$ cat config.mk
export PLATFORM = sky130hd
export DESIGN_NAME = orientation_detect_regs
export DESIGN_NICKNAME = d
export VERILOG_FILES = /design/src/hdl/orient_pkg.sv /design/src/hdl/orient_debounce.sv /design/src/hdl/orientation_detect_regs.sv
export SDC_FILE = /design/constraint.sdc
export NUM_CORES = 1
export LEC_CHECK = 0
export BUFFER_PORTS_ARGS = -buffer_cell sky130_fd_sc_hd__buf_2
export CAP_MARGIN = 20
export CORE_MARGIN = 2
export CORE_UTILIZATION = 60
export CTS_CLUSTER_DIAMETER = 200
export DETAILED_ROUTE_END_ITERATION = 8
export GPL_ROUTABILITY_DRIVEN = 0
export PLACE_DENSITY_LB_ADDON = 0.15
export SETUP_SLACK_MARGIN = 0.15
export SYNTH_ARGS = -nofsm -noshare
export SYNTH_HDL_FRONTEND = slang
export SYNTH_SLANG_ARGS = --single-unit
$ cat constraint.sdc
create_clock -name i_core_clk -period 9.5 [get_ports i_core_clk]
set_input_delay 0.475 -clock i_core_clk [delete_from_list [all_inputs] [get_ports i_core_clk]]
set_output_delay 0.475 -clock i_core_clk [all_outputs]
set_load 0.02 [all_outputs]
$ cat src/hdl/orient_pkg.sv
// Orientation detection package: register map, fields, reset values, time steps
package orient_pkg;
    localparam logic [7:0] ADDR_STATUS = 8'h10;
    localparam logic [7:0] ADDR_CONFIG = 8'h11;
    localparam logic [7:0] ADDR_DEBOUNCE = 8'h12;
    localparam logic [7:0] ADDR_ANGLE_LIMITS = 8'h13;
    localparam logic [7:0] ADDR_TRIP_THRESHOLD = 8'h14;

    localparam int STATUS_CHANGE_BIT = 7;
    localparam int STATUS_LOCKOUT_BIT = 6;
    localparam int STATUS_CODE_LSB = 1;
    localparam int STATUS_FACE_BIT = 0;
    localparam int CONFIG_MODE_BIT = 7;
    localparam int CONFIG_ENABLE_BIT = 6;

    localparam logic CONFIG_MODE_RESET = 1'h1;
    localparam logic CONFIG_ENABLE_RESET = 1'h0;
    localparam logic [7:0] DEBOUNCE_RESET = 8'h00;

    // Fixed angle codes
    localparam logic [1:0] FACE_TRIP_CODE = 2'h1;
    localparam logic [2:0] TILT_LOCK_CODE = 3'h4;
    localparam logic [4:0] ORIENT_TRIP_CODE = 5'h10;
    localparam logic [2:0] HYSTERESIS_CODE = 3'h4;
    localparam logic [7:0] ANGLE_LIMITS_VALUE = {FACE_TRIP_CODE, 3'h0, TILT_LOCK_CODE};
    localparam logic [7:0] TRIP_THRESHOLD_VALUE = {ORIENT_TRIP_CODE, HYSTERESIS_CODE};

    // Orientation codes
    localparam logic [1:0] CODE_PORTRAIT_UP = 2'h0;
    localparam logic [1:0] CODE_PORTRAIT_DOWN = 2'h1;
    localparam logic [1:0] CODE_LANDSCAPE_RIGHT = 2'h2;
    localparam logic [1:0] CODE_LANDSCAPE_LEFT = 2'h3;

    // Oversampling modes
    typedef enum logic [1:0] {
        MODE_NORMAL = 2'b00,
        MODE_LOW_NOISE_LOW_POWER = 2'b01,
        MODE_HIGH_RESOLUTION = 2'b10,
        MODE_LOW_POWER = 2'b11
    } oversample_mode_type;

    // Output data rate codes: 800,400,200,100,50,12.5,6.25,1.56 Hz
    localparam logic [2:0] RATE_800 = 3'h0;
    localparam logic [2:0] RATE_400 = 3'h1;
    localparam logic [2:0] RATE_200 = 3'h2;
    localparam logic [2:0] RATE_100 = 3'h3;
    localparam logic [2:0] RATE_50 = 3'h4;
    localparam logic [2:0] RATE_12P5 = 3'h5;

    // Time steps in units of 1.25 ms
    localparam logic [7:0] STEP_1P25 = 8'h01;
    localparam logic [7:0] STEP_2P5 = 8'h02;
    localparam logic [7:0] STEP_5 = 8'h04;
    localparam logic [7:0] STEP_10 = 8'h08;
    localparam logic [7:0] STEP_20 = 8'h10;
    localparam logic [7:0] STEP_80 = 8'h40;
    localparam logic [7:0] STEP_160 = 8'h80;

    // Per-sample orientation result from the angle computation
    typedef struct packed {
        logic tilt_lockout;
        logic [1:0] orient_code;
        logic face_side;
        logic over_limit;
    } orient_sample_type;

    typedef struct packed {
        logic orient_change_flag;
        logic tilt_lockout;
        logic [1:0] orient_code;
        logic face_side;
    } orient_status_type;
endpackage : orient_pkg

$ cat src/hdl/orient_debounce.sv
// Debounce counter for orientation candidates, counted in 1.25 ms ticks
`timescale 1ns/1ns
`default_nettype none
module orient_debounce #(
    parameter int COUNT_WIDTH = 16
) (
    input wire logic i_core_clk,
    input wire logic i_nrst,
    input wire logic i_ce,
    input wire logic i_clear,
    input wire logic i_tick,
    input wire logic i_differs,
    input wire logic i_decrement_mode,
    input wire logic [7:0] i_step,
    input wire logic [7:0] i_debounce_value,
    output logic o_accept
);
    logic [COUNT_WIDTH-1:0] count_reg;
    logic [COUNT_WIDTH-1:0] count_next;
    logic [COUNT_WIDTH-1:0] target;

    // Target in 1.25 ms units; wide enough for 255 steps of 160 ms
    assign target = COUNT_WIDTH'(i_debounce_value) * COUNT_WIDTH'(i_step);
    assign o_accept = i_tick && i_differs && (count_next >= target);

    always_comb begin
        count_next = count_reg;
        if (i_clear) begin
            count_next = '0;
        end else if (i_tick) begin
            if (i_differs) begin
                if (count_reg < target) begin
                    count_next = count_reg + COUNT_WIDTH'(1);
                end
            end else if (i_decrement_mode) begin
                if (count_reg != '0) begin
                    count_next = count_reg - COUNT_WIDTH'(1);
                end
            end else begin
                count_next = '0;
            end
        end
    end

    always_ff @(posedge i_core_clk or negedge i_nrst) begin
        if (!i_nrst) begin
            count_reg <= '0;
        end else if (i_ce) begin
            count_reg <= o_accept ? '0 : count_next;
        end
    end
endmodule : orient_debounce
`default_nettype wire

$ cat src/hdl/orientation_detect_regs.sv
// Orientation detection status, configuration and fixed angle registers
`timescale 1ns/1ns
`default_nettype none
module orientation_detect_regs #(
    parameter int COUNT_WIDTH = 16
) (
    input wire logic i_core_clk,
    input wire logic i_nrst,
    input wire logic i_ce,
    input wire logic [7:0] i_reg_addr,
    input wire logic i_reg_write,
    input wire logic i_reg_read,
    input wire logic [7:0] i_reg_wdata,
    output logic [7:0] o_reg_rdata,
    input wire logic i_active,
    input wire logic i_sleep,
    input wire logic [2:0] i_output_sample_rate,
    input wire logic [1:0] i_oversample_mode,
    input wire logic i_sample_valid,
    input wire orient_pkg::orient_sample_type i_sample,
    input wire logic i_tick_1p25ms,
    output logic o_orient_irq
);
    orient_pkg::orient_status_type status_reg;
    orient_pkg::orient_status_type status_next;
    logic debounce_mode_sel_reg;
    logic debounce_mode_sel_next;
    logic orient_detect_enable_reg;
    logic orient_detect_enable_next;
    logic [7:0] debounce_value_reg;
    logic [7:0] debounce_value_next;
    logic first_pending_reg;
    logic first_pending_next;
    logic active_prev_reg;
    logic sleep_prev_reg;
    logic [7:0] rdata_reg;
    logic [7:0] rdata_next;
    logic [7:0] step;
    logic step_tick;
    logic running;
    logic differs;
    logic accept;
    logic clear_counter;
    logic status_read;

    // Step in 1.25 ms units for a given rate and oversampling mode
    function automatic logic [7:0] step_for(input logic [2:0] rate, input logic [1:0] mode);
        logic [7:0] s;
        s = orient_pkg::STEP_20;
        case (rate)
            orient_pkg::RATE_800: s = orient_pkg::STEP_1P25;
            orient_pkg::RATE_400: s = orient_pkg::STEP_2P5;
            orient_pkg::RATE_200: s = orient_pkg::STEP_5;
            orient_pkg::RATE_100: s = orient_pkg::STEP_10;
            orient_pkg::RATE_50: s = orient_pkg::STEP_20;
            default: begin
                if (mode == orient_pkg::MODE_LOW_NOISE_LOW_POWER) begin
                    s = orient_pkg::STEP_80;
                end else if (mode == orient_pkg::MODE_LOW_POWER) begin
                    s = (rate == orient_pkg::RATE_12P5) ? orient_pkg::STEP_80
                                                        : orient_pkg::STEP_160;
                end else begin
                    s = orient_pkg::STEP_20;
                end
            end
        endcase
        // High resolution never goes slower than 2.5 ms
        if (mode == orient_pkg::MODE_HIGH_RESOLUTION && rate != orient_pkg::RATE_800) begin
            s = orient_pkg::STEP_2P5;
        end
        return s;
    endfunction : step_for

    // ==============================================================
    // Control decode
    assign status_read = i_reg_read && (i_reg_addr == orient_pkg::ADDR_STATUS);
    assign running = orient_detect_enable_reg && i_active;
    assign step = step_for(i_output_sample_rate, i_oversample_mode);
    assign differs = (i_sample.tilt_lockout != status_reg.tilt_lockout)
                  || (i_sample.orient_code != status_reg.orient_code)
                  || (i_sample.face_side != status_reg.face_side);
    // Counter cleared on sleep edges and whenever detection is idle
    assign clear_counter = !running || (i_sleep != sleep_prev_reg);
    // Every 1.25 ms tick without over_limit counts; the step weight lives in the debounce target
    assign step_tick = running && i_tick_1p25ms && !i_sample.over_limit;

    orient_debounce #(
        .COUNT_WIDTH(COUNT_WIDTH)
    ) u_debounce (
        .i_core_clk(i_core_clk),
        .i_nrst(i_nrst),
        .i_ce(i_ce),
        .i_clear(clear_counter),
        .i_tick(step_tick),
        .i_differs(differs),
        .i_decrement_mode(!debounce_mode_sel_reg),
        .i_step(step),
        .i_debounce_value(debounce_value_reg),
        .o_accept(accept)
    );

    // ==============================================================
    // Status and configuration
    always_comb begin
        status_next = status_reg;
        first_pending_next = first_pending_reg;
        debounce_mode_sel_next = debounce_mode_sel_reg;
        orient_detect_enable_next = orient_detect_enable_reg;
        debounce_value_next = debounce_value_reg;
        if (i_active && !active_prev_reg) begin
            first_pending_next = 1'b1;
        end
        if (status_read) begin
            status_next.orient_change_flag = 1'b0;
        end
        if (running && i_sample_valid && !i_sample.over_limit && first_pending_reg) begin
            // First result after activation is taken at once
            status_next.tilt_lockout = i_sample.tilt_lockout;
            status_next.orient_code = i_sample.orient_code;
            status_next.face_side = i_sample.face_side;
            status_next.orient_change_flag = 1'b1;
            first_pending_next = 1'b0;
        end else if (accept) begin
            // Fields move even with the flag still up; set beats read-clear
            status_next.tilt_lockout = i_sample.tilt_lockout;
            status_next.orient_code = i_sample.orient_code;
            status_next.face_side = i_sample.face_side;
            status_next.orient_change_flag = 1'b1;
        end
        if (i_reg_write) begin
            if (i_reg_addr == orient_pkg::ADDR_CONFIG) begin
                debounce_mode_sel_next = i_reg_wdata[orient_pkg::CONFIG_MODE_BIT];
                orient_detect_enable_next = i_reg_wdata[orient_pkg::CONFIG_ENABLE_BIT];
            end
            if (i_reg_addr == orient_pkg::ADDR_DEBOUNCE) begin
                debounce_value_next = i_reg_wdata;
            end
        end
    end

    // ==============================================================
    // Read data
    always_comb begin
        rdata_next = rdata_reg;
        if (i_reg_read) begin
            case (i_reg_addr)
                orient_pkg::ADDR_STATUS: rdata_next = {status_reg.orient_change_flag,
                    status_reg.tilt_lockout, 3'h0, status_reg.orient_code, status_reg.face_side};
                orient_pkg::ADDR_CONFIG: rdata_next = {debounce_mode_sel_reg,
                    orient_detect_enable_reg, 6'h00};
                orient_pkg::ADDR_DEBOUNCE: rdata_next = debounce_value_reg;
                orient_pkg::ADDR_ANGLE_LIMITS: rdata_next = orient_pkg::ANGLE_LIMITS_VALUE;
                orient_pkg::ADDR_TRIP_THRESHOLD: rdata_next = orient_pkg::TRIP_THRESHOLD_VALUE;
                default: rdata_next = 8'h00;
            endcase
        end
    end

    assign o_reg_rdata = rdata_reg;
    assign o_orient_irq = status_reg.orient_change_flag;

    always_ff @(posedge i_core_clk or negedge i_nrst) begin
        if (!i_nrst) begin
            status_reg <= '0;
            first_pending_reg <= 1'b0;
            debounce_mode_sel_reg <= orient_pkg::CONFIG_MODE_RESET;
            orient_detect_enable_reg <= orient_pkg::CONFIG_ENABLE_RESET;
            debounce_value_reg <= orient_pkg::DEBOUNCE_RESET;
            active_prev_reg <= 1'b0;
            sleep_prev_reg <= 1'b0;
            rdata_reg <= 8'h00;
        end else if (i_ce) begin
            status_reg <= status_next;
            first_pending_reg <= first_pending_next;
            debounce_mode_sel_reg <= debounce_mode_sel_next;
            orient_detect_enable_reg <= orient_detect_enable_next;
            debounce_value_reg <= debounce_value_next;
            active_prev_reg <= i_active;
            sleep_prev_reg <= i_sleep;
            rdata_reg <= rdata_next;
        end
    end
endmodule : orientation_detect_regs
`default_nettype wire

==> run summary, run 1 <==
Status - finished, final reports clean
Most used DFF post-synth - dfrtp_1
Post-synthesis cell area - 0.00595 mm2
Hold depth - 2
Synth area leaders - dfrtp_1 (17%), ha_1 (16%), fa_1 (9.4%)
Sequential fraction of the synthesis area - 17.7%
Vias/cell - 6.48
Number of synthesized flops with an enable pin - 0
Reg2reg start - debounce_value_reg[4]
Synth Instances - 690
Num rows - 36
I/O Pins - 44
Slew headroom - 43.2%
Wirelength per Cell - 19.5 um
FF-to-FF End - status_reg[1]
Clock Latency Late Sink - 0.32 ns
Power density cells - 60.3 mW/mm2
Worst slew pin tran - 0.850 ns
Sequential cell area - 0.00105 mm2
Die W - 104 um
Critical path data required time - 9.71 ns
Final Hold Viols - 0
Syn avg cell area - 8.62 um2
Fillers - 825
Yosys top cell area share - 17.2%
Setup TNS - 0 ns
Startpoint Class - input pin
H-tree levels - 2
Count of unique library cells instantiated by Yosys - 79
#FFs+latches synth - 42
Min Clock Period, post-route - 8.90 ns
Main combinational cell family by area after synthesis - adder cells
Net count of the mapped netlist - 829
Final worst path period share - 93.7%
Pre-antenna DRT Iters - 8
Critical path class - input pin to flop
WHS - 0.365 ns
Static leakage - 3.01 nW
Share of cells above drive strength 1 - 13.6%
Vias in the first global route - 5505
Worst Path Arrival - 9.12 ns
Multi-input logic area - 0.00458 mm2
Crit. Startpoint - i_oversample_mode[0]
Gr usage total - 31.7%
DRC violations left - 0
CTS clk-pin slew, worst paths - 0.11 ns
Chip Height - 104 um
FMAX - 0.112 GHz
Count leader, synth - ha_1
CTS Root Cell - clkbuf_8
Setup Skew - 0.0195 ns
Post-synth top cells - ha_1 (76), inv_1 (59), and2_1 (53)
Synthesis-to-finish area growth - 7.76%
HPWL after DPL - 12.9 mm
Critical path capture point - status_reg[1]
Crit end category - flop
Initial Util - 61.4%
Post-synth top area cell - dfrtp_1
Adder-cell share of the synthesized area - 25.4%
Post-Synth XOR/XNOR Area - 2.94%
Max-cap violations - 0
Sink Count - 42
Worst hold path type - input pin to flop
Core ar. - 0.00968 mm2
Largest net degree at the start of global routing - 43
Final setup violation count - 0
DIE AREA - 0.0107 mm2
Maximum VDD drop - 0.000110 V
Clock Path Buffers - 2
Global route overflow - 0
Yosys warns - 0
R2R Setup Slk - 0.84 ns
Slowest cell on the critical path - fa_1
Vias - 5533
Crit-path max FO - 8
Max Slew Vio Count - 0
# diodes - 0
Synth Area in Compound Gates - 19.7%
Worst path max stage delay - 0.54 ns
Post-DRT Antenna Nets - 0
CTS tree - yes
Async S/R FF share, synth - 100%
Max reg flops - 16
Simple-gate share of the synthesized area - 25.0%
Reg2Reg Depth - 33
RSZ-0062 raised after global routing - false
Total CTS buffers - 5
Antenna violations before repair - 0
NumNets Final - 859
Routed wire length - 16.6 mm
# port buffers - 43
First-pass GRT wire length - 27.6 mm
Mux share of post-synthesis cell area - 3.49%
Drt initial violations - 494
[critical path, delay by kind of cell]
family / cells / cell delay [ns]
muxes: 1 / 0.30
xor gates and xnor gates: 1 / 0.20
buffers and inverters: 5 / 0.32
and+or+nand+nor: 11 / 1.96
AOI/OAI and AO/OA: 11 / 2.97
adders and majority gates: 7 / 2.90
[layer usage]
| metal | wire, um | vias to the layer above | global-route usage (%) |
|---|---|---|---|
| met5 | 0 | - | 0 |
| met2 | 7550 | 296 | 50.7 |
| met1 | 6920 | 2619 | 42.7 |
| met3 | 1670 | 64 | 7.30 |
| met4 | 481 | 0 | 10.7 |
| li1 | - | 2554 | - |
[layout make-up]
| class | instances | area share (%) |
|---|---|---|
| Timing Repair Buffer | 50 | 4.60 |
| Sequential cell | 42 | 16.4 |
| Inverter | 59 | 3.45 |
| Clock inverter | 3 | 0.390 |
| Multi-Input combinational cell | 562 | 71.5 |
| Tap cell | 133 | 2.60 |
| Clock buffer | 5 | 1.07 |
[report_power, final]
group / internal (mW) / switching, mW / leakage (nW)
clock network: 0.0533 / 0.0776 / 0.0447
logic: 0.0248 / 0.0436 / 2.40
registers: 0.182 / 0.00484 / 0.573
[placed cells by master (no fill, tap or decap), drive strengths merged, types with 4 or more instances in the layout]
cell type	instances
a211oi	11
a21o	7
a21oi	28
a22oi	4
a311oi	4
a31oi	10
and2	53
and3	13
and4	6
buf	49
clkbuf	5
dfrtp	41
fa	28
ha	76
inv	60
mux2	14
mux2i	5
nand2	43
nand2b	4
nand3	19
nand4	13
nor2	47
nor2b	14
nor3	24
nor4	6
o211ai	12
o21a	8
o21ai	26
o22ai	4
o2bb2ai	8
or3	5
xnor2	11
xor2	9
[logic make-up (layout without fill, tap and decap cells)]
kind of cell,count (synthesis),in the layout
simple gates,262,262
compound gates,157,157
fa+ha+maj,104,104
buf+inv,86,117
flops,42,42
xor+xnor,20,20
mux,19,19
[worst min path at each step]
stage	from	endpoint	slack [ns]
2_1_floorplan	i_nrst	active_prev_reg	0.18
3_3_place_gp	o_reg_rdata[0]	o_reg_rdata[0]	0.46
3_5_place_dp	o_reg_rdata[6]	o_reg_rdata[6]	0.47
4_1_cts	i_nrst	u_debounce.count_reg[14]	0.35
5_1_grt	i_reg_wdata[3]	debounce_value_reg[3]	0.39
6_report	i_sample_valid	first_pending_reg	0.37
[metrics by stage]
stage / cells / power (mW) / util [%] / instance area (um2) / worst slack, ns
final: 854 / 0.387 / 66.2 / 6410 / 0.598
after global routing: 854 / 0.403 / 66.2 / 6410 / 0.152
after CTS: 849 / 0.384 / 65.3 / 6320 / 0.427
after detailed placement: 841 / 0.256 / 64.3 / 6230 / 0.152
after global placement: 841 / 0.253 / 64.3 / 6230 / 0.347
after floorplan: 690 / 0.230 / - / 5950 / 1.50
[repair_timing]
item | 4_1_cts | 5_1_grt
gates resized for setup | 0 | 5
buffers inserted | 0 | 3
setup endpoints to repair | 0 | 21
endpoints found under the hold margin | 0 | 4
hold buffers | 0 | 1
Power figures use the tool's default switching activity.
==> run 2: changes to the inputs <==
--- a/config.mk
+++ b/config.mk
@@ -13,6 +13,7 @@
 export DETAILED_ROUTE_END_ITERATION = 8
 export GPL_ROUTABILITY_DRIVEN = 0
 export PLACE_DENSITY_LB_ADDON = 0.15
+export REMOVE_ABC_BUFFERS = 1
 export SETUP_SLACK_MARGIN = 0.15
 export SYNTH_ARGS = -nofsm -noshare
 export SYNTH_HDL_FRONTEND = slang
==> run 2 against run 1 <==
Against the previous run: worst hold slack got worse by 0.34 ns; critical path type unchanged; sequential share of layout area rose by 0.055 points; highest routed layer unchanged; final cell count fell by 0.12%; routed wire length fell by 4.5%; fmax rose by 0.73%; largest power group unchanged; critical endpoint is now u_debounce.count_reg[8]; clock-buffer cell count rose by 1.
==> run summary, run 2 (synthesized netlist as in run 1, its figures left out) <==
Status - finished, final reports clean
DRC violations left - 0 (unchanged)
Sw Share - 28.9% (-3.7 points)
Clock Latency Late Sink - 0.31 ns (about the same)
Final worst path period share - 93.0% (-0.68 points)
CTS Root Cell - clkbuf_8
Total CTS buffers - 5 (unchanged)
# port buffers - 43 (unchanged)
Die W - 104 um (unchanged)
Chip Height - 104 um (unchanged)
Sink Count - 42 (unchanged)
Post-DRT Antenna Nets - 0 (unchanged)
Max reg flops - 16 (unchanged)
# diodes - 0 (unchanged)
Vias - 5448 (-1.5%)
Clock share of power - 36.7% (+2.8 points)
Crit end category - flop
Drt initial violations - 631 (+28%)
Commonest non-fill, non-tap cell in the layout - ha_1
CTS clk-pin slew, worst paths - 0.08 ns (-0.03 ns)
Largest net degree at the start of global routing - 43 (unchanged)
NumNets Final - 858 (-0.12%)
Wirelength per Cell - 18.6 um (-4.4%)
Clock Path Buffers - 2 (unchanged)
Antenna violations before repair - 0 (unchanged)
Routed wire length - 15.9 mm (-4.5%)
Power density cells - 62.8 mW/mm2 (+4.2%)
Max-cap violations - 0 (unchanged)
Share of cells above drive strength 1 - 13.2% (-0.40 points)
Flop pwr share - 46.8% (-1.6 points)
Vias/cell - 6.39 (-1.4%)
Num rows - 36 (unchanged)
Setup TNS - 0 ns (unchanged)
Vias in the first global route - 5238 (-4.9%)
Final Hold Viols - 0 (unchanged)
Initial Util - 61.4% (unchanged)
Max Slew Vio Count - 0 (unchanged)
Worst slew pin tran - 0.804 ns (-0.0455 ns)
Crit-path max FO - 12 (+4)
RSZ-0062 raised after global routing - false
Tot Pwr - 401 uW (+3.8%)
Worst Path Arrival - 9.04 ns (-0.08 ns)
First-pass GRT wire length - 26.1 mm (-5.5%)
Setup Skew - 0.00645 ns (-0.0130 ns)
Gr usage total - 30.0% (-1.7 points)
Static leakage - 3.01 nW (-0.23%)
Min Clock Period, post-route - 8.84 ns (-0.0645 ns)
Multi-input logic area - 0.00457 mm2 (-0.33%)
Pre-antenna DRT Iters - 6 (-2)
Critical path data required time - 9.70 ns (about the same)
Fin cells - 853 (-0.12%)
CTS tree - yes
Worst hold path type - input pin to async pin
Psw - 116 uW (-7.9%)
CTS Hold Bufs - 0 (unchanged)
Slowest cell on the critical path - fa_1
Synthesis-to-finish area growth - 7.40%
Critical path capture point - u_debounce.count_reg[8]
Maximum VDD drop - 0.0000948 V (-14%)
Most frequent cells in the layout - ha_1 (76), inv_1 (59), and2_1 (53)
Fin util - 66.0% (-0.22 points)
Slew headroom - 46.2% (+3.0 points)
I/O Pins - 44 (unchanged)
Core ar. - 0.00968 mm2 (unchanged)
Reg2Reg Depth - 33 (unchanged)
WHS - 0.0265 ns (-0.339 ns)
Critical path class - input pin to flop
Reg2reg start - debounce_value_reg[4]
Final setup violation count - 0 (unchanged)
Comb power frac - 16.6% (-1.1 points)
Cells after DPL - 841 (unchanged)
Crit. Startpoint - i_oversample_mode[0]
Global route overflow - 0 (unchanged)
Worst path max stage delay - 0.53 ns (about the same)
Fillers - 821 (-0.48%)
HPWL after DPL - 12.4 mm (-3.6%)
R2R Setup Slk - 0.86 ns (+0.02 ns)
FF-to-FF End - u_debounce.count_reg[8]
Startpoint Class - input pin
P_int - 285 uW (+9.5%)
Sequential cell area - 0.00105 mm2 (unchanged)
H-tree levels - 2 (unchanged)
DIE AREA - 0.0107 mm2 (unchanged)
FMAX - 0.113 GHz (+0.73%)
run 2: layout make-up:
cell class                 instances  share of cell area (%)
clock inverter                     2                   0.587
timing repair buffer              49                    4.27
tap                              133                    2.60
inverter                          59                    3.47
clock buffer                       6                    1.14
multi-input combinational        562                    71.5
sequential                        42                    16.5
run 2: worst min-delay path by stage:
stage,startpoint,endpoint,cells past startpoint
2_1_floorplan,i_nrst,active_prev_reg,0
3_3_place_gp,o_reg_rdata[7],o_reg_rdata[7],2
3_5_place_dp,o_reg_rdata[7],o_reg_rdata[7],2
4_1_cts,i_nrst,debounce_value_reg[0],1
5_1_grt,i_nrst,debounce_value_reg[5],1
6_report,i_nrst,debounce_value_reg[5],1
run 2: per-stage QoR:
step / instance area [um2] / setup WS (ns)
2_1_floorplan: 5830 / 1.42
3_3_place_gp: 6230 / 0.384
3_5_place_dp: 6230 / 0.115
4_1_cts: 6340 / 0.428
5_1_grt: 6390 / 0.186
6_report: 6390 / 0.663
run 2: power groups by stage:
stage / logic, mW / clock network, mW / registers, mW
finish: 0.0665 / 0.147 / 0.188
global route: 0.0742 / 0.154 / 0.188
CTS: 0.0648 / 0.150 / 0.188
detailed placement: 0.0646 / 0 / 0.191
global placement: 0.0626 / 0 / 0.191
floorplan: 0.0372 / 0 / 0.189
run 2: what timing repair did:
item                       4_1_cts  5_1_grt
setup buffers                    0        3
setup endpoints to repair        0       21
resized for setup                0        3
run 2: layer usage:
layer  vias up  GRT usage (%)  wire length [um]
li1       2548              -                 -
met1      2613           42.2              6900
met2       250           48.4              7330
met3        37           4.47              1300
met4         0           8.59               357
met5         -              0                 0
run 2: worst max-delay path: cells and delay by family:
kind / cells / cell delay (ns)
compound gates: 11 / 2.86
xor+xnor: 1 / 0.21
fa+ha+maj: 7 / 2.90
buf+inv: 5 / 0.30
simple gates: 12 / 2.29
==> run 3: changes to the inputs <==
--- a/config.mk
+++ b/config.mk
@@ -12,7 +12,7 @@
 export CTS_CLUSTER_DIAMETER = 200
 export DETAILED_ROUTE_END_ITERATION = 8
 export GPL_ROUTABILITY_DRIVEN = 0
-export PLACE_DENSITY_LB_ADDON = 0.15
+export PLACE_DENSITY_LB_ADDON = 0.05
 export REMOVE_ABC_BUFFERS = 1
 export SETUP_SLACK_MARGIN = 0.15
 export SYNTH_ARGS = -nofsm -noshare
==> run 3 against run 2 <==
Against the previous run: sequential power hardly changed; global-route usage is 0.069 points higher; setup slack worse by 0.061 ns; combinational power is 2% higher; register-to-register slack worse by 0.04 ns; utilization is 0.078 points higher; first-iteration DRC count is 12% lower; clock skew is 0.0047 ns higher; sequential share of layout area hardly changed; worst hold slack better by 0.34 ns; largest cell class unchanged.
==> run summary, run 3 (synthesized netlist as in run 1, its figures left out) <==
Status - finished, final reports clean
Cells after DPL - 841 (unchanged)
Clock share of power - 33.9% (-2.8 points)
Flop pwr share - 48.5% (+1.7 points)
FMAX - 0.112 GHz (-0.68%)
Vias - 5554 (+1.9%)
First-pass GRT wire length - 26.4 mm (+1.2%)
Drt initial violations - 557 (-12%)
Antenna violations before repair - 0 (unchanged)
HPWL after DPL - 12.5 mm (+0.88%)
FF-to-FF End - u_debounce.count_reg[8]
Total CTS buffers - 5 (unchanged)
RSZ-0062 raised after global routing - false
Num rows - 36 (unchanged)
Worst path max stage delay - 0.53 ns (about the same)
Comb power frac - 17.5% (+0.9 points)
Die W - 104 um (unchanged)
Most frequent cells in the layout - ha_1 (76), inv_1 (59), and2_1 (53)
H-tree levels - 2 (unchanged)
Min Clock Period, post-route - 8.90 ns (+0.0609 ns)
Worst slew pin tran - 0.839 ns (+0.0347 ns)
Global route overflow - 0 (unchanged)
Routed wire length - 16.0 mm (+0.79%)
Crit end category - flop
Synthesis-to-finish area growth - 7.53%
CTS Root Cell - clkbuf_8
Startpoint Class - input pin
Max reg flops - 16 (unchanged)
Maximum VDD drop - 0.0000727 V (-23%)
R2R Setup Slk - 0.82 ns (-0.04 ns)
Critical path capture point - u_debounce.count_reg[8]
Worst Path Arrival - 9.11 ns (+0.07 ns)
DIE AREA - 0.0107 mm2 (unchanged)
Largest net degree at the start of global routing - 43 (unchanged)
I/O Pins - 44 (unchanged)
Fin cells - 854 (+0.12%)
Vias/cell - 6.50 (+1.8%)
# diodes - 0 (unchanged)
Clock Path Buffers - 2 (unchanged)
Static leakage - 3.01 nW (about the same)
Sink Count - 42 (unchanged)
Setup TNS - 0 ns (unchanged)
CTS tree - yes
Initial Util - 61.4% (unchanged)
Psw - 125 uW (+7.7%)
Clock Latency Late Sink - 0.31 ns (about the same)
Commonest non-fill, non-tap cell in the layout - ha_1
Tot Pwr - 387 uW (-3.6%)
# port buffers - 43 (unchanged)
Worst hold path type - input pin to flop
Wirelength per Cell - 18.7 um (+0.67%)
Critical path data required time - 9.71 ns (about the same)
Vias in the first global route - 5424 (+3.6%)
Chip Height - 104 um (unchanged)
Crit. Startpoint - i_oversample_mode[0]
Reg2reg start - debounce_value_reg[4]
Slew headroom - 44.0% (-2.3 points)
Max-cap violations - 0 (unchanged)
P_int - 262 uW (-8.3%)
Share of cells above drive strength 1 - 13.5% (+0.26 points)
Power density cells - 60.4 mW/mm2 (-3.7%)
Pre-antenna DRT Iters - 6 (unchanged)
Gr usage total - 30.1% (+0.069 points)
Fillers - 848 (+3.3%)
Crit-path max FO - 12 (unchanged)
Sw Share - 32.3% (+3.4 points)
Final worst path period share - 93.7% (+0.64 points)
Critical path class - input pin to flop
Setup Skew - 0.0111 ns (+0.00467 ns)
Post-DRT Antenna Nets - 0 (unchanged)
Slowest cell on the critical path - fa_1
DRC violations left - 0 (unchanged)
NumNets Final - 859 (+0.12%)
Final setup violation count - 0 (unchanged)
Final Hold Viols - 0 (unchanged)
Reg2Reg Depth - 33 (unchanged)
Core ar. - 0.00968 mm2 (unchanged)
Max Slew Vio Count - 0 (unchanged)
CTS clk-pin slew, worst paths - 0.10 ns (+0.02 ns)
run 3: cell types whose count changed in the layout (fill, tap and decap cells not counted), sizes merged:
cell and change:
dlygate4sd3 +1, clkbuf -1, inv +2, bufinv -1
run 3: repair_timing:
item | in CTS | in global routing
hold endpoints to repair | 0 | 3
gates resized for setup | 0 | 5
setup endpoints to repair | 0 | 21
hold buffers | 0 | 1
setup buffers | 0 | 3
run 3: routing by layer:
| metal | wire length, um | up-vias | part of all wire [%] | track usage [%] |
|---|---|---|---|---|
| met3 | 1460 | 45 | 9.1 | 5.60 |
| met4 | 370 | 0 | 2.3 | 8.49 |
| li1 | - | 2557 | - | - |
| met5 | 0 | - | 0 | 0 |
| met1 | 6850 | 2652 | 43 | 41.4 |
| met2 | 7320 | 300 | 46 | 48.7 |
run 3: layout make-up:
class / count / area (um2) / share of cell area [%]
Multi-Input combinational cell: 562 / 4580 / 71.6
Sequential cell: 42 / 1050 / 16.4
Timing Repair Buffer: 50 / 283 / 4.42
Inverter: 59 / 221 / 3.46
Tap cell: 133 / 166 / 2.60
Clock buffer: 5 / 68.8 / 1.08
Clock inverter: 3 / 27.5 / 0.430
run 3: worst min path at each step:
stage,cells after the start,from,slack [ns],to
2_1_floorplan,0,i_nrst,0.18,active_prev_reg
3_3_place_gp,2,o_reg_rdata[7],0.46,o_reg_rdata[7]
3_5_place_dp,2,o_reg_rdata[7],0.46,o_reg_rdata[7]
4_1_cts,2,i_sample_valid,0.37,first_pending_reg
5_1_grt,2,i_sample_valid,0.37,first_pending_reg
6_report,2,i_sample_valid,0.37,first_pending_reg
run 3: power by group through the flow:
stage / Combinational, mW / Sequential, mW / Clock, mW
2_1_floorplan: 0.0372 / 0.189 / 0
3_3_place_gp: 0.0632 / 0.191 / 0
3_5_place_dp: 0.0649 / 0.191 / 0
4_1_cts: 0.0654 / 0.188 / 0.133
5_1_grt: 0.0760 / 0.188 / 0.139
6_report: 0.0678 / 0.188 / 0.131
run 3: critical path, delay by kind of cell:
kind | cells | cell delay [ns]
compound gates | 11 | 2.78
xor+xnor | 1 | 0.22
fa+ha+maj | 7 | 3.02
buf+inv | 5 | 0.30
simple gates | 12 | 2.31
run 3: metrics by stage:
stage                     worst slack, ns  hold slack (ns)  utilization, %  cell area [um2]
after global placement              0.417            0.455            64.3             6230
final                               0.602            0.371            66.1             6400
after detailed placement           0.0701            0.465            64.3             6230
after CTS                           0.433            0.366            65.3             6320
after floorplan                      1.42            0.179               -             5830
after global routing                0.135            0.366            66.1             6400
